<file path="config.mk">
export PLATFORM = sky130hd
export DESIGN_NAME = tkot_top
export DESIGN_NICKNAME = d
export VERILOG_FILES = /design/src/verilog/tkot_pkg.sv /design/src/verilog/tkot_osc_if.sv /design/src/verilog/tkot_top.sv /design/src/verilog/tkot_spread_osc.sv
export VERILOG_INCLUDE_DIRS = /design/src /design/src/verilog
export SDC_FILE = /design/constraint.sdc
export NUM_CORES = 1
export LEC_CHECK = 0
export BUFFER_PORTS_ARGS = -buffer_cell sky130_fd_sc_hd__buf_2
export CELL_PAD_IN_SITES_DETAIL_PLACEMENT = 1
export CELL_PAD_IN_SITES_GLOBAL_PLACEMENT = 1
export CORE_MARGIN = 2
export CORE_UTILIZATION = 46
export CTS_CLUSTER_DIAMETER = 80
export DETAILED_ROUTE_END_ITERATION = 10
export PLACE_DENSITY_LB_ADDON = 0.08
export SLEW_MARGIN = 20
export SYNTH_ARGS = -nofsm -noshare
export SYNTH_HDL_FRONTEND = slang
export SYNTH_SLANG_ARGS = --single-unit
</file>
<file path="constraint.sdc">
create_clock -name core_clk_i -period 6.6 [get_ports core_clk_i]
set_clock_uncertainty 0.05 [all_clocks]
set_input_delay 1.32 -clock core_clk_i [delete_from_list [all_inputs] [get_ports core_clk_i]]
set_output_delay 1.32 -clock core_clk_i [all_outputs]
set_load 0.05 [all_outputs]
</file>
<file path="src/verilog/tkot_defines.svh">
// constants for the touch key output timing block: times, thresholds, seeds
// assumes a single 50 MHz core clock; times are in their printed units
`ifndef TKOT_DEFINES_SVH
`define TKOT_DEFINES_SVH

`define TKOT_CLK_NS          20      // core clock period
`define TKOT_CHARGE_NS       3050    // nominal charge phase
`define TKOT_XFER_NS         9000    // nominal transfer phase
`define TKOT_SPREAD_PERMILLE 75      // plus or minus 7.5 percent
`define TKOT_HEALTH_NS       15000   // released window before each burst
`define TKOT_POWERUP_US      100000  // output not valid after power-up
`define TKOT_RAPID_GAP_US    1200    // gap between bursts, fast run
`define TKOT_SLEEP_GAP_US    80000   // gap between bursts, low power run
`define TKOT_BURST_US        2450    // burst duration
`define TKOT_MAX_ON_MS       60000   // stuck-touch timeout in low power run
`define TKOT_DETECT_TH       10      // delta counts to declare a detection
`define TKOT_HYST            2       // release hysteresis in counts
`define TKOT_CONFIRM_N       4       // successive detections to confirm
`define TKOT_LFSR_SEED       8'ha5   // nonzero start of the spread sequence
`define TKOT_CNT_W           23      // width of the interval counter
`define TKOT_MEAS_W          14      // width of signal and reference counts

`endif

</file>
<file path="src/verilog/tkot_pkg.sv">
// types shared by the touch key output timing block
// assumes nothing beyond a SystemVerilog tool
package tkot_pkg;
    // sequencer states of the burst cycle
    typedef enum logic [1:0] {
        TKOT_ST_POWERUP = 2'b00,
        TKOT_ST_HEALTH  = 2'b01,
        TKOT_ST_BURST   = 2'b10,
        TKOT_ST_GAP     = 2'b11
    } tkot_state_t;

    // phases of the spread-spectrum burst oscillator
    typedef enum logic [1:0] {
        TKOT_PH_IDLE   = 2'b00,
        TKOT_PH_CHARGE = 2'b01,
        TKOT_PH_XFER   = 2'b10
    } tkot_phase_t;
endpackage : tkot_pkg

</file>
<file path="src/verilog/tkot_osc_if.sv">
// carrier between the burst sequencer and the spread-spectrum phase timer
// assumes both ends run on the same core clock
`timescale 1ns/1ps
interface tkot_osc_if;
    logic                  run;        // burst in progress
    tkot_pkg::tkot_phase_t phase;      // current charge or transfer phase

    modport ctrl (output run, input  phase);
    modport osc  (input  run, output phase);
endinterface : tkot_osc_if

</file>
<file path="src/verilog/tkot_top.sv">
// touch key output timing: burst sequencer, detect output, health pulse
// assumes one 50 MHz clock; measurement counts are valid at burst end
// recalibration itself happens outside the block; recal_o only requests it
//
// Function
// burst oscillator phases 3.05 us charge, 9.0 us transfer, spread 7.5 percent.
// detect output high on confirmed touch, low otherwise.
// output stays high while detection persists or until stuck timeout.
// on stuck timeout, recalibrate and hold output low until next confirm.
// release output for 15 us before every burst, in every mode.
// host sees health pulses through a pull-up only while output low.
// host ignores the output for 100 ms after power-up.
// fast run waits 1.2 ms between bursts.
// low power run sleeps 80 ms between bursts; code uses the 1.2 ms gap while a confirmation is pending.
// a burst lasts 2.45 ms.
// mode pin high selects fast run, low selects low power run.
// four successive detections confirm; any miss clears the count.
// stuck timeout counts bursts, about 60 s in low power run.
// detect at 10 counts above reference, release with 2 counts hysteresis.
// drive low after power-up interval; health pulse before every burst.
`timescale 1ns/1ps
`include "tkot_defines.svh"
module tkot_top #(
    parameter int unsigned POWERUP_CYCLES = `TKOT_POWERUP_US * 1000 / `TKOT_CLK_NS,
    parameter int unsigned RAPID_CYCLES   = `TKOT_RAPID_GAP_US * 1000 / `TKOT_CLK_NS,
    parameter int unsigned SLEEP_CYCLES   = `TKOT_SLEEP_GAP_US * 1000 / `TKOT_CLK_NS,
    parameter int unsigned BURST_CYCLES   = `TKOT_BURST_US * 1000 / `TKOT_CLK_NS
) (
    input  wire logic                    core_clk_i,     // core clock, 50 MHz
    input  wire logic                    arst_n_i,       // async reset, active low
    input  wire logic                    mode_sync_i,    // high fast run, low low power
    input  wire logic [`TKOT_MEAS_W-1:0] sig_count_i,    // measured signal count
    input  wire logic [`TKOT_MEAS_W-1:0] ref_count_i,    // reference count
    output logic                         detect_o,       // detect level to the pin
    output logic                         detect_oe_n_o,  // low while driving the pin
    output logic                         burst_o,        // burst in progress
    output logic                         charge_o,       // charge phase active
    output logic                         xfer_o,         // transfer phase active
    output logic                         recal_o,        // one-cycle recalibrate request
    output logic                         low_power_run_o // low power run selected
);
    localparam int unsigned HEALTH_CYCLES = `TKOT_HEALTH_NS / `TKOT_CLK_NS;
    // bursts per stuck timeout, from one full low power cycle in microseconds
    localparam int unsigned LP_CYCLE_US   = `TKOT_SLEEP_GAP_US + `TKOT_BURST_US
                                          + `TKOT_HEALTH_NS / 1000;
    localparam int unsigned MAX_ON_BURSTS = `TKOT_MAX_ON_MS * 1000 / LP_CYCLE_US;
    // release level sits two counts below the detect level
    localparam int          REL_TH        = `TKOT_DETECT_TH - `TKOT_HYST;

    // the phase timer shares the core clock, so nothing crosses a domain
    tkot_osc_if osc_bus ();

    tkot_pkg::tkot_state_t      state, next_state;
    logic [`TKOT_CNT_W-1:0]     tmr, next_tmr;
    logic [2:0]                 touch_confirm_counter, next_confirm;
    logic [10:0]                stuck_bursts, next_stuck;
    logic                       next_detect, next_oe_n, next_recal;
    logic                       next_burst, next_charge, next_xfer;
    logic                       low_power_run, next_low_power_run;
    logic signed [`TKOT_MEAS_W:0] delta;
    logic                       over_th, over_rel, burst_last, stuck_full;

    //////////////////////////////////////////////////////////////////////
    // spread-spectrum phase timer, runs only during a burst
    tkot_spread_osc u_osc (
        .core_clk_i (core_clk_i),
        .arst_n_i   (arst_n_i),
        .osc        (osc_bus.osc)
    );

    assign osc_bus.run = (state == tkot_pkg::TKOT_ST_BURST);

    // measurement compare; the hysteresis keeps a marginal touch from chattering
    // one extra bit keeps the difference of two 14-bit counts from wrapping
    assign delta    = $signed({1'b0, sig_count_i}) - $signed({1'b0, ref_count_i});
    assign over_th  = (delta >= (`TKOT_MEAS_W+1)'(`TKOT_DETECT_TH));
    assign over_rel = (delta >= (`TKOT_MEAS_W+1)'(REL_TH));
    // the last burst cycle is where the counts and the mode pin are taken
    assign burst_last = (state == tkot_pkg::TKOT_ST_BURST) && (tmr == '0);
    // stuck limit is counted in bursts, so fast run reaches it sooner
    assign stuck_full = (32'(stuck_bursts) >= MAX_ON_BURSTS - 1);

    //////////////////////////////////////////////////////////////////////
    // sequencer, confirmation and output next values
    always_comb begin
        next_state         = state;
        next_tmr           = tmr - `TKOT_CNT_W'(1);
        next_confirm       = touch_confirm_counter;
        next_stuck         = stuck_bursts;
        next_detect        = detect_o;
        next_oe_n          = 1'b0;
        next_recal         = 1'b0;
        // a state overrides these defaults when its span runs out; power-up and health also override them throughout
        unique case (state)
            tkot_pkg::TKOT_ST_POWERUP: begin
                // pin held driven low, so the host never sees it floating
                next_detect = 1'b0;
                if (tmr == '0) begin
                    next_state = tkot_pkg::TKOT_ST_HEALTH;
                    next_tmr   = `TKOT_CNT_W'(HEALTH_CYCLES - 1);
                    next_oe_n  = 1'b1;
                end
            end
            tkot_pkg::TKOT_ST_HEALTH: begin
                // a pull-up on the pin shows this window only while detect is low
                next_oe_n = 1'b1;
                if (tmr == '0) begin
                    next_oe_n  = 1'b0;
                    next_state = tkot_pkg::TKOT_ST_BURST;
                    next_tmr   = `TKOT_CNT_W'(BURST_CYCLES - 1);
                end
            end
            tkot_pkg::TKOT_ST_BURST: begin
                if (tmr == '0) begin
                    next_state         = tkot_pkg::TKOT_ST_GAP;
                    if (detect_o) begin
                        if (!over_rel) begin
                            next_detect = 1'b0;
                            next_stuck  = '0;
                        end else if (stuck_full) begin
                            // stuck touch: drop the output, ask for recalibration
                            next_detect  = 1'b0;
                            next_recal   = 1'b1;
                            next_stuck   = '0;
                            next_confirm = 3'h0;
                        end else begin
                            next_stuck = stuck_bursts + 11'h001;
                        end
                    end else if (over_th) begin
                        // fourth successive hit confirms; the stuck count starts afresh
                        if (touch_confirm_counter == 3'(`TKOT_CONFIRM_N - 1)) begin
                            next_detect  = 1'b1;
                            next_confirm = 3'h0;
                            next_stuck   = '0;
                        end else begin
                            next_confirm = touch_confirm_counter + 3'h1;
                        end
                    end else begin
                        // any miss before the fourth hit starts the filter over
                        next_confirm = 3'h0;
                    end
                    // gap choice uses the just-updated confirmation state
                    if (!mode_sync_i && !(next_confirm != 3'h0 && !next_detect))
                        next_tmr = `TKOT_CNT_W'(SLEEP_CYCLES - 1);
                    else
                        next_tmr = `TKOT_CNT_W'(RAPID_CYCLES - 1);
                end
            end
            tkot_pkg::TKOT_ST_GAP: begin
                // every burst is preceded by a fresh health window
                if (tmr == '0) begin
                    next_state = tkot_pkg::TKOT_ST_HEALTH;
                    next_tmr   = `TKOT_CNT_W'(HEALTH_CYCLES - 1);
                    next_oe_n  = 1'b1;
                end
            end
        endcase
    end

    // register sequencer and pin state; outputs come straight from here
    always_ff @(posedge core_clk_i or negedge arst_n_i) begin
        if (!arst_n_i) begin
            state                 <= tkot_pkg::TKOT_ST_POWERUP;
            tmr                   <= `TKOT_CNT_W'(POWERUP_CYCLES - 1);
            touch_confirm_counter <= 3'h0;
            stuck_bursts          <= 11'h000;
            detect_o              <= 1'b0;
            detect_oe_n_o         <= 1'b0;
            recal_o               <= 1'b0;
        end else begin
            state                 <= next_state;
            tmr                   <= next_tmr;
            touch_confirm_counter <= next_confirm;
            stuck_bursts          <= next_stuck;
            detect_o              <= next_detect;
            detect_oe_n_o         <= next_oe_n;
            recal_o               <= next_recal;
        end
    end

    //////////////////////////////////////////////////////////////////////
    // run mode follows the mode pin, taken only at the last burst cycle
    always_comb begin
        next_low_power_run = low_power_run;
        if (burst_last)
            next_low_power_run = !mode_sync_i;
    end

    // register the run mode; a pin change mid-gap waits for a burst end
    always_ff @(posedge core_clk_i or negedge arst_n_i) begin
        if (!arst_n_i) begin
            low_power_run <= 1'b0;
        end else begin
            low_power_run <= next_low_power_run;
        end
    end

    //////////////////////////////////////////////////////////////////////
    // burst and phase indicators, gated by the next state so that a phase
    // cut short at burst end never shows up outside the burst
    always_comb begin
        next_burst  = (next_state == tkot_pkg::TKOT_ST_BURST);
        next_charge = next_burst && (osc_bus.phase == tkot_pkg::TKOT_PH_CHARGE);
        next_xfer   = next_burst && (osc_bus.phase == tkot_pkg::TKOT_PH_XFER);
    end

    // register the indicators; they trail the phase timer by one cycle
    always_ff @(posedge core_clk_i or negedge arst_n_i) begin
        if (!arst_n_i) begin
            burst_o  <= 1'b0;
            charge_o <= 1'b0;
            xfer_o   <= 1'b0;
        end else begin
            burst_o  <= next_burst;
            charge_o <= next_charge;
            xfer_o   <= next_xfer;
        end
    end

    assign low_power_run_o = low_power_run;
endmodule : tkot_top

</file>
<file path="src/verilog/tkot_spread_osc.sv">
// spread-spectrum phase timer: alternates charge and transfer phases
// assumes run is held high for a whole burst and low between bursts
`timescale 1ns/1ps
`include "tkot_defines.svh"
module tkot_spread_osc (
    input  wire logic   core_clk_i,    // core clock
    input  wire logic   arst_n_i,      // async reset, active low
    tkot_osc_if.osc     osc            // run in, phase out
);
    localparam int CHG_NOM  = `TKOT_CHARGE_NS / `TKOT_CLK_NS;
    localparam int XFER_NOM = `TKOT_XFER_NS / `TKOT_CLK_NS;
    localparam int CHG_SPR  = CHG_NOM * `TKOT_SPREAD_PERMILLE / 1000;
    localparam int XFER_SPR = XFER_NOM * `TKOT_SPREAD_PERMILLE / 1000;

    // phase length = nominal - spread + lfsr share of twice the spread
    function automatic logic [8:0] tkot_len(input int nom, input int spr,
                                            input logic [7:0] rnd);
        int span;
        span = (int'(rnd) * (2 * spr)) >> 8;
        return 9'(nom - spr + span - 1);
    endfunction : tkot_len

    tkot_pkg::tkot_phase_t phase, next_phase;
    logic [8:0]            cnt, next_cnt;
    logic [7:0]            lfsr, next_lfsr;

    //////////////////////////////////////////////////////////////////////
    // next phase, length and spread sequence
    always_comb begin
        next_phase = phase;
        next_cnt   = cnt;
        next_lfsr  = lfsr;
        if (!osc.run) begin
            next_phase = tkot_pkg::TKOT_PH_IDLE;
            next_cnt   = '0;
        end else if (phase == tkot_pkg::TKOT_PH_IDLE || cnt == '0) begin
            // each new phase draws a fresh length, so no single burst frequency
            next_lfsr = {lfsr[6:0], lfsr[7] ^ lfsr[5] ^ lfsr[4] ^ lfsr[3]};
            if (phase == tkot_pkg::TKOT_PH_CHARGE) begin
                next_phase = tkot_pkg::TKOT_PH_XFER;
                next_cnt   = tkot_len(XFER_NOM, XFER_SPR, lfsr);
            end else begin
                next_phase = tkot_pkg::TKOT_PH_CHARGE;
                next_cnt   = tkot_len(CHG_NOM, CHG_SPR, lfsr);
            end
        end else begin
            next_cnt = cnt - 9'h001;
        end
    end

    // register the phase timer
    always_ff @(posedge core_clk_i or negedge arst_n_i) begin
        if (!arst_n_i) begin
            phase <= tkot_pkg::TKOT_PH_IDLE;
            cnt   <= 9'h000;
            lfsr  <= `TKOT_LFSR_SEED;
        end else begin
            phase <= next_phase;
            cnt   <= next_cnt;
            lfsr  <= next_lfsr;
        end
    end

    assign osc.phase = phase;
endmodule : tkot_spread_osc

</file>
==> summary.txt, run 1 <==
Global routing
  • First-pass GRT wire length: 20590 µm
  • Initial antenna violation count: 0
  • GRT Total Usage: 0.2221
  • Vias in the first global route: 4331
  • Largest net degree at the start of global routing: 66
  • Total grt overflow: 0

Layout
  • Final non-filler cell total: 764
  • Share of cells above drive strength 1: 0.1330
  • Area Overhead vs Synth: 9.770%
  • Final #Nets: 705
  • Post-layout utilization of the core: 0.5115
  • Final antenna diode count: 0
  • Multi-input logic area: 0.003089 mm²
  • Register area: 0.001648 mm²
  • Fill count: 1320
  • Final instance area: 0.005497 mm²

Place
  • Detailed placement HPWL: 9207 µm
  • Cells after DPL: 748
  • Port Buffers: 37
  • Placed cell area: 0.005323 mm²
  • GP Congestion: 0.8067

Synthesis
  • Synth cell count leaders: nor2_1 (57), inv_1 (55), ha_1 (49), nand2_1 (49), dfrtp_1 (48)
  • Unique masters post-synth: 60
  • Synthesized area: 0.005007 mm²
  • Simple logic cell fraction of the synthesized area: 0.1874
  • Synth warn: 0
  • Adder-Cell Fraction of Synth Area: 0.1464
  • Primary FF master, synth: dfrtp_1
  • Post-synthesis sequential area ratio: 0.3291
  • Largest family of logic cells by synthesized area: compound AO/OA/AOI/OAI gates
  • Register bit total from synthesis: 65
  • Cell taking the most area after synthesis: dfrtp_1
  • Fraction of registers with async set or reset after synthesis: 1.000
  • Top post-synthesis cells by area: dfrtp_1 (24%), ha_1 (12%), dfstp_2 (8.9%), o21ai_0 (4.5%), nor2_1 (4.3%)
  • Mapped Cells: 584
  • Mux cell area share after synthesis: 0.01524
  • Count leader, synth: nor2_1
  • Post-Synth XOR/XNOR Area: 0.06822
  • Share of the synthesized area in the top cell type: 0.2399
  • Synthesized area per cell: 8.574 µm²
  • Synthesized net count: 670
  • Compound-Gate Fraction of Synth Area: 0.1997
  • EDFF count, synth: 0

Die
  • Die extent in y: 108.3 µm
  • Initial Util: 0.4660
  • Std-Cell Rows: 38
  • Die area: 0.01174 mm²
  • Die X: 108.3 µm
  • Core ar.: 0.01075 mm²
  • Num ports: 38

Detailed routing
  • ANT nets after route: 0
  • Via count: 4274
  • WL/cell: 15.91 µm
  • First-pass DRT Iterations: 6
  • Total Wirelength: 12160 µm
  • DR vias/cell: 5.594
  • Initial DRC count: 126
  • DRC viols: 0

Worst setup path
  • WS Path Type: in2reg
  • Crit path launch type: input port
  • CP arrival: 4960 ps
  • CP Data Required Time: 6770 ps
  • Crit end category: flip-flop
  • CP Max Fanout: 11

STA
  • Worst hold margin: 416.5 ps
  • Endpoints failing setup: 0
  • Slew @ Worst Pin: 936.7 ps
  • Slew Limit Headroom: 0.3728
  • Min Tclk post-route: 4781 ps
  • Highest achievable clock rate: 0.2091 GHz
  • Final Hold Viols: 0
  • TNS Setup: 0 ps
  • RSZ-0062 raised after global routing: no
  • Max-slew violations: 0
  • Period utilisation layout: 0.7244

Power and ir drop
  • Maximum VDD drop: 0.07542 mV
  • Static leakage: 2.675 nW
  • Logic pwr share: 0.135
  • P_sw: 232.2 µW
  • Clk pwr share: 0.378
  • Sw frac: 0.2830
  • P per Cell Area: 149.3 mW/mm²
  • Sequential Power Share: 0.487
  • P_int: 588.4 µW

Clocking
  • Hold bufs inserted after CTS: 0
  • CTS Buf Count: 9
  • Max Root-Sink Buffers: 2
  • CTS root buffer: clkbuf_8
  • Worst-Skew Late Latency: 360 ps
  • Post-CTS Setup Bufs: 0
  • CTS tree: done
  • H-tree depth: 3
  • Clock transition at path regs: 70 ps
  • Gates resized, CTS repair: 0
  • Clock Sinks: 65

Run
  • Max Cap Violations: 0

Min path
  • Hold WC Path Type: reg2reg

Status
  • Status: finished clean
layout by cell type, fill, tap and decap left out, drive strengths merged, types with 4 or more instances in the layout:
| master | Yosys | layout |
|---|---|---|
| a211oi | 10 | 10 |
| a21o | 11 | 11 |
| a21oi | 36 | 36 |
| a31oi | 5 | 5 |
| and3 | 8 | 8 |
| buf | 4 | 39 |
| clkbuf | 11 | 12 |
| dfrtp | 48 | 48 |
| dfstp | 17 | 17 |
| fa | 6 | 6 |
| ha | 49 | 49 |
| inv | 55 | 55 |
| mux2 | 5 | 5 |
| nand2 | 49 | 49 |
| nand2b | 12 | 12 |
| nand3 | 8 | 8 |
| nor2 | 58 | 58 |
| nor2b | 8 | 8 |
| nor3 | 16 | 16 |
| nor4 | 5 | 5 |
| o2111ai | 4 | 4 |
| o21a | 5 | 5 |
| o21ai | 45 | 45 |
| o31ai | 9 | 9 |
| or3 | 11 | 11 |
| or4 | 4 | 4 |
| xnor2 | 23 | 23 |
| xor2 | 16 | 16 |
final timing paths:
check	from	end	slack [ps]	cells past startpoint
setup / recovery	sig_count_i[0]	stuck_bursts[8]$_DFFE_PN0P_	1820	13
hold / removal	tmr[0]$_DFF_PN1_	tmr[0]$_DFF_PN1_	420	1
setup reg to reg	u_osc.lfsr[3]$_DFFE_PN0P_	u_osc.cnt[3]$_DFF_PN0_	2660	16
hold reg to reg	tmr[0]$_DFF_PN1_	tmr[0]$_DFF_PN1_	420	1
max in group asynchronous	arst_n_i	stuck_bursts[7]$_DFFE_PN0P_	4810	2
min in group asynchronous	arst_n_i	low_power_run_o$_DFFE_PN0P_	1100	2
power by group through the flow:
stage	Combinational (mW)	Clock, mW	Sequential, mW
floorplan	0.0728	0	0.407
global placement	0.107	0	0.407
detailed placement	0.111	0	0.407
CTS	0.112	0.321	0.400
global route	0.126	0.336	0.400
finish	0.111	0.310	0.400
routing by layer:
layer / track usage / vias up / part of all wire
li1: - / 2119 / -
met1: 0.2858 / 2090 / 0.47
met2: 0.3796 / 50 / 0.49
met3: 0.04641 / 15 / 0.023
met4: 0.05952 / 0 / 0.015
met5: 0 / - / 0
area by class of cell:
cell class              count  area share
well taps                 140     0.03187
clock inverters             4    0.005236
flip-flops and latches     65      0.2998
repair buffers             39     0.03642
multi-input cells         448      0.5620
inverters                  56     0.03824
clock buffers              12     0.02641
kinds of logic after synthesis:
logic type | Yosys count
simple gates | 192
compound gates | 155
buf+inv | 71
flops | 65
fa+ha+maj | 55
xor+xnor | 39
mux | 7
stage by stage:
stage               total power, mW  worst slack, ps
detailed placement           0.5179             1470
global route                 0.8618             1574
CTS                          0.8332             1871
finish                       0.8206             1819
floorplan                    0.4797             2028
global placement             0.5139             1606
state kept, by name (all words and copies together) (netlist names):
name / cells
u_osc.osc.phase: 2
state: 2
detect_o: 1
low_power_run_o: 1
charge_o: 1
touch_confirm_counter: 3
burst_o: 1
u_osc.cnt: 9
detect_oe_n_o: 1
u_osc.lfsr: 8
tmr: 23
stuck_bursts: 11
xfer_o: 1
recal_o: 1
worst max-delay path, stage by stage:
cell	delay, ps
buf_2	90
inv_1	40
ha_1	180
inv_1	70
fa_1	400
a31o_2	300
xor2_1	150
a2111oi_0	410
o2111ai_1	230
or3_1	500
o211ai_1	780
a211o_1	340
o21ai_0	130
(Power assumes the default switching activity.)
==> inputs of run 2 (changes only) <==
- ABC_AREA: unset -> 1
- CORE_UTILIZATION: 46 -> 45
- clock period: 6.6 -> 4.66 ns (I/O delays scaled with it)
==> run 2 against run 1 <==
  * Utilization is 1.1 points higher
  * Highest routed layer unchanged
  * Worst hold slack better by 7.6 ps
  * Final area is 8.6% higher
  * Total power is 88% higher
  * Final cell count is 20% higher
  * Flip-flop and latch count stayed put
  * Non-clock buffer count stayed put
  * Via count is 11% higher
  * Critical path type is now reg2reg
==> summary.txt, run 2 <==
Status
  • Status: finished clean

STA
  • Min Tclk post-route: 3600 ps
  • Period utilisation layout: 0.7724
  • RSZ-0062 raised after global routing: no
  • Slew Limit Headroom: 0.5153
  • Final Hold Viols: 0
  • TNS Setup: 0 ps
  • Highest achievable clock rate: 0.2778 GHz
  • Endpoints failing setup: 0
  • PnR worst setup slack: 1060 ps
  • Worst hold margin: 424.1 ps
  • Max-slew violations: 0
  • Slew @ Worst Pin: 721.6 ps

Detailed routing
  • ANT nets after route: 0
  • WL/cell: 14.47 µm
  • First-pass DRT Iterations: 4
  • DRC viols: 0
  • Total Wirelength: 13250 µm
  • Initial DRC count: 126
  • DR vias/cell: 5.201
  • Via count: 4764

Worst setup path
  • Max incr delay on CP: 490 ps
  • CP max stage cell: fa_1
  • CP cell instances: ha_1 > inv_1 > fa_1 > inv_1 > ha_1 > nand2_1 > o21ai_0 > nand2_1 > nand2_1 > nand2_1 > nand2_1 > nand2_1 > nand2_1 > nand2_1 > a21o_1 > and2_1 > ha_1 > or2_2 > nand3_1 > a21oi_1 > a21oi_1
  • R2r setup slk: 1060 ps
  • Worst r2r src: u_osc.lfsr[4]$_DFFE_PN0P_
  • Setup crit start: u_osc.lfsr[4]$_DFFE_PN0P_
  • Worst reg-to-reg path cell count: 21
  • Crit path launch type: flip-flop
  • CP arrival: 3810 ps
  • WS Path Type: reg2reg
  • CP Data Required Time: 4870 ps
  • Worst path most repeated cell: nand2_1
  • Reg2reg end: u_osc.cnt[4]$_DFF_PN0_
  • Crit end category: flip-flop
  • CP Max Fanout: 6

Layout
  • Commonest non-fill, non-tap cell in the layout: nand2_1
  • Largest reg by FF count: tmr
  • Final antenna diode count: 0
  • Final non-filler cell total: 916
  • Area Overhead vs Synth: 13.57%
  • Final #Nets: 854
  • Most frequent cells in the layout: nand2_1 (160), inv_1 (149), nor2_1 (73)
  • Share of cells above drive strength 1: 0.1281
  • Max reg flops: 23
  • Biggest regs: tmr x23, stuck_bursts x11, u_osc.cnt x9
  • Post-layout utilization of the core: 0.5226

Synthesis
  • Mapped Cells: 721
  • Synth warn: 0
  • Count leader, synth: nand2_1
  • Top post-synthesis cells by area: dfrtp_1 (23%), ha_1 (12%), nand2_1 (11%), inv_1 (11%), dfstp_2 (8.5%)
  • Synth cell count leaders: nand2_1 (160), inv_1 (149), nor2_1 (73)
  • Cell taking the most area after synthesis: dfrtp_1
  • Post-synthesis sequential area ratio: 0.3136
  • Synthesized area: 0.005254 mm²
  • EDFF count, synth: 0
  • Primary FF master, synth: dfrtp_1
  • Synthesized net count: 807
  • Register bit total from synthesis: 65
  • Fraction of registers with async set or reset after synthesis: 1.000
  • Unique masters post-synth: 47
  • Share of the synthesized area in the top cell type: 0.2286
  • Synthesized area per cell: 7.287 µm²

Clocking
  • Max Root-Sink Buffers: 2
  • H-tree depth: 3
  • Worst-Skew Late Latency: 340 ps
  • Clock transition at path regs: 50 ps
  • CTS tree: done
  • Post-CTS Setup Bufs: 0
  • CTS root buffer: clkbuf_16
  • Hold bufs inserted after CTS: 0
  • Gates resized, CTS repair: 0
  • CTS Buf Count: 9
  • Clock Sinks: 65

Global routing
  • Global routing met2 resource utilization: 0.4077
  • GRT Total Usage: 0.2221
  • First-pass GRT wire length: 22830 µm
  • Met3 Usage GRT: 0.03618
  • Vias in the first global route: 5038
  • Largest net degree at the start of global routing: 44
  • Grt met1 use: 0.2676
  • Initial antenna violation count: 0
  • Most Crowded Layer GR: met2
  • Total grt overflow: 0

Power and ir drop
  • P per Cell Area: 258.2 mW/mm²
  • Static leakage: 3.252 nW
  • Maximum VDD drop: 0.2097 mV

Die
  • Std-Cell Rows: 39
  • Num ports: 38
  • Initial Util: 0.4601
  • Die X: 112.1 µm
  • Core ar.: 0.01142 mm²
  • Die area: 0.01256 mm²
  • Die extent in y: 112.1 µm

Min path
  • Hold EP: tmr[0]$_DFF_PN1_
  • Hold WC Path Type: reg2reg
  • Startpoint of the worst hold path: tmr[0]$_DFF_PN1_
  • Worst hold stages: 1

Run
  • Max Cap Violations: 0

Place
  • Detailed placement HPWL: 10290 µm
  • GP Congestion: 0.8344
  • Pre-CTS WS: 929.0 ps
  • Cells after DPL: 900
  • Port Buffers: 37
==> run 2: cell types whose count changed after synthesis, sizes merged, moves of 12 or more <==
| cell | change |
|---|---|
| nor2 | +23 |
| nand2b | -12 |
| inv | +98 |
| o21ai | -13 |
| nand3 | +33 |
| nand2 | +113 |
==> run 2: cells by family (layout without fill, tap and decap cells) <==
kind of cell / count (synthesis) / after routing / synth area share
AOI/OAI and AO/OA: 98 / 98 / 0.1088
xor gates and xnor gates: 28 / 28 / 0.04668
adders and majority gates: 55 / 55 / 0.1396
buffers and inverters: 156 / 208 / 0.1122
DFF: 65 / 65 / 0.3136
and+or+nand+nor: 319 / 319 / 0.2791
==> run 2: final cells by class <==
class / instances / area [µm²]
Clock buffer: 9 / 225.2
Tap cell: 143 / 178.9
Sequential cell: 65 / 1648
Multi-Input combinational cell: 500 / 3017
Inverter: 153 / 576.8
Fill cell: 1476 / 5451
Clock inverter: 7 / 118.9
Timing Repair Buffer: 39 / 202.7
==> run 2: worst max-delay path: cells and delay by family, from the launching register on <==
family          cells  cell delay [ps]
fa+ha+maj           4             1280
simple gates       11             1150
compound gates      4              510
buf+inv             2               90
flops               1              450
==> run 2: power by group <==
group          leakage [nW]  internal (mW)  total [mW]  switching (mW)
registers             0.773          0.574       0.580         0.00570
logic                  2.32         0.0630       0.177           0.114
clock network         0.162          0.522       0.784           0.262
total                  3.25           1.16        1.54           0.382
==> run 2: metal layers <==
metal	up-vias	part of all wire	wire, µm
met5	-	0	0
met4	0	0.017	224
met3	22	0.027	361
met2	66	0.51	6717
met1	2294	0.45	5951
li1	2382	-	-
==> run 2: metrics by stage <==
step / area (µm²) / power, mW
after floorplan: 5254 / 0.7076
after global placement: 5620 / 0.7592
after detailed placement: 5620 / 0.7664
after CTS: 5964 / 1.556
after global routing: 5967 / 1.612
final: 5967 / 1.541
==> run 2: how the worst max path moves through the flow <==
stage	end	slack, ps	cells after the start
floorplan	u_osc.cnt[4]$_DFF_PN0_	1380	21
global placement	tmr[7]$_DFF_PN0_	1020	25
detailed placement	tmr[15]$_DFF_PN0_	930	24
CTS	u_osc.cnt[4]$_DFF_PN0_	1050	21
global route	u_osc.cnt[4]$_DFF_PN0_	750	21
finish	u_osc.cnt[4]$_DFF_PN0_	1060	21
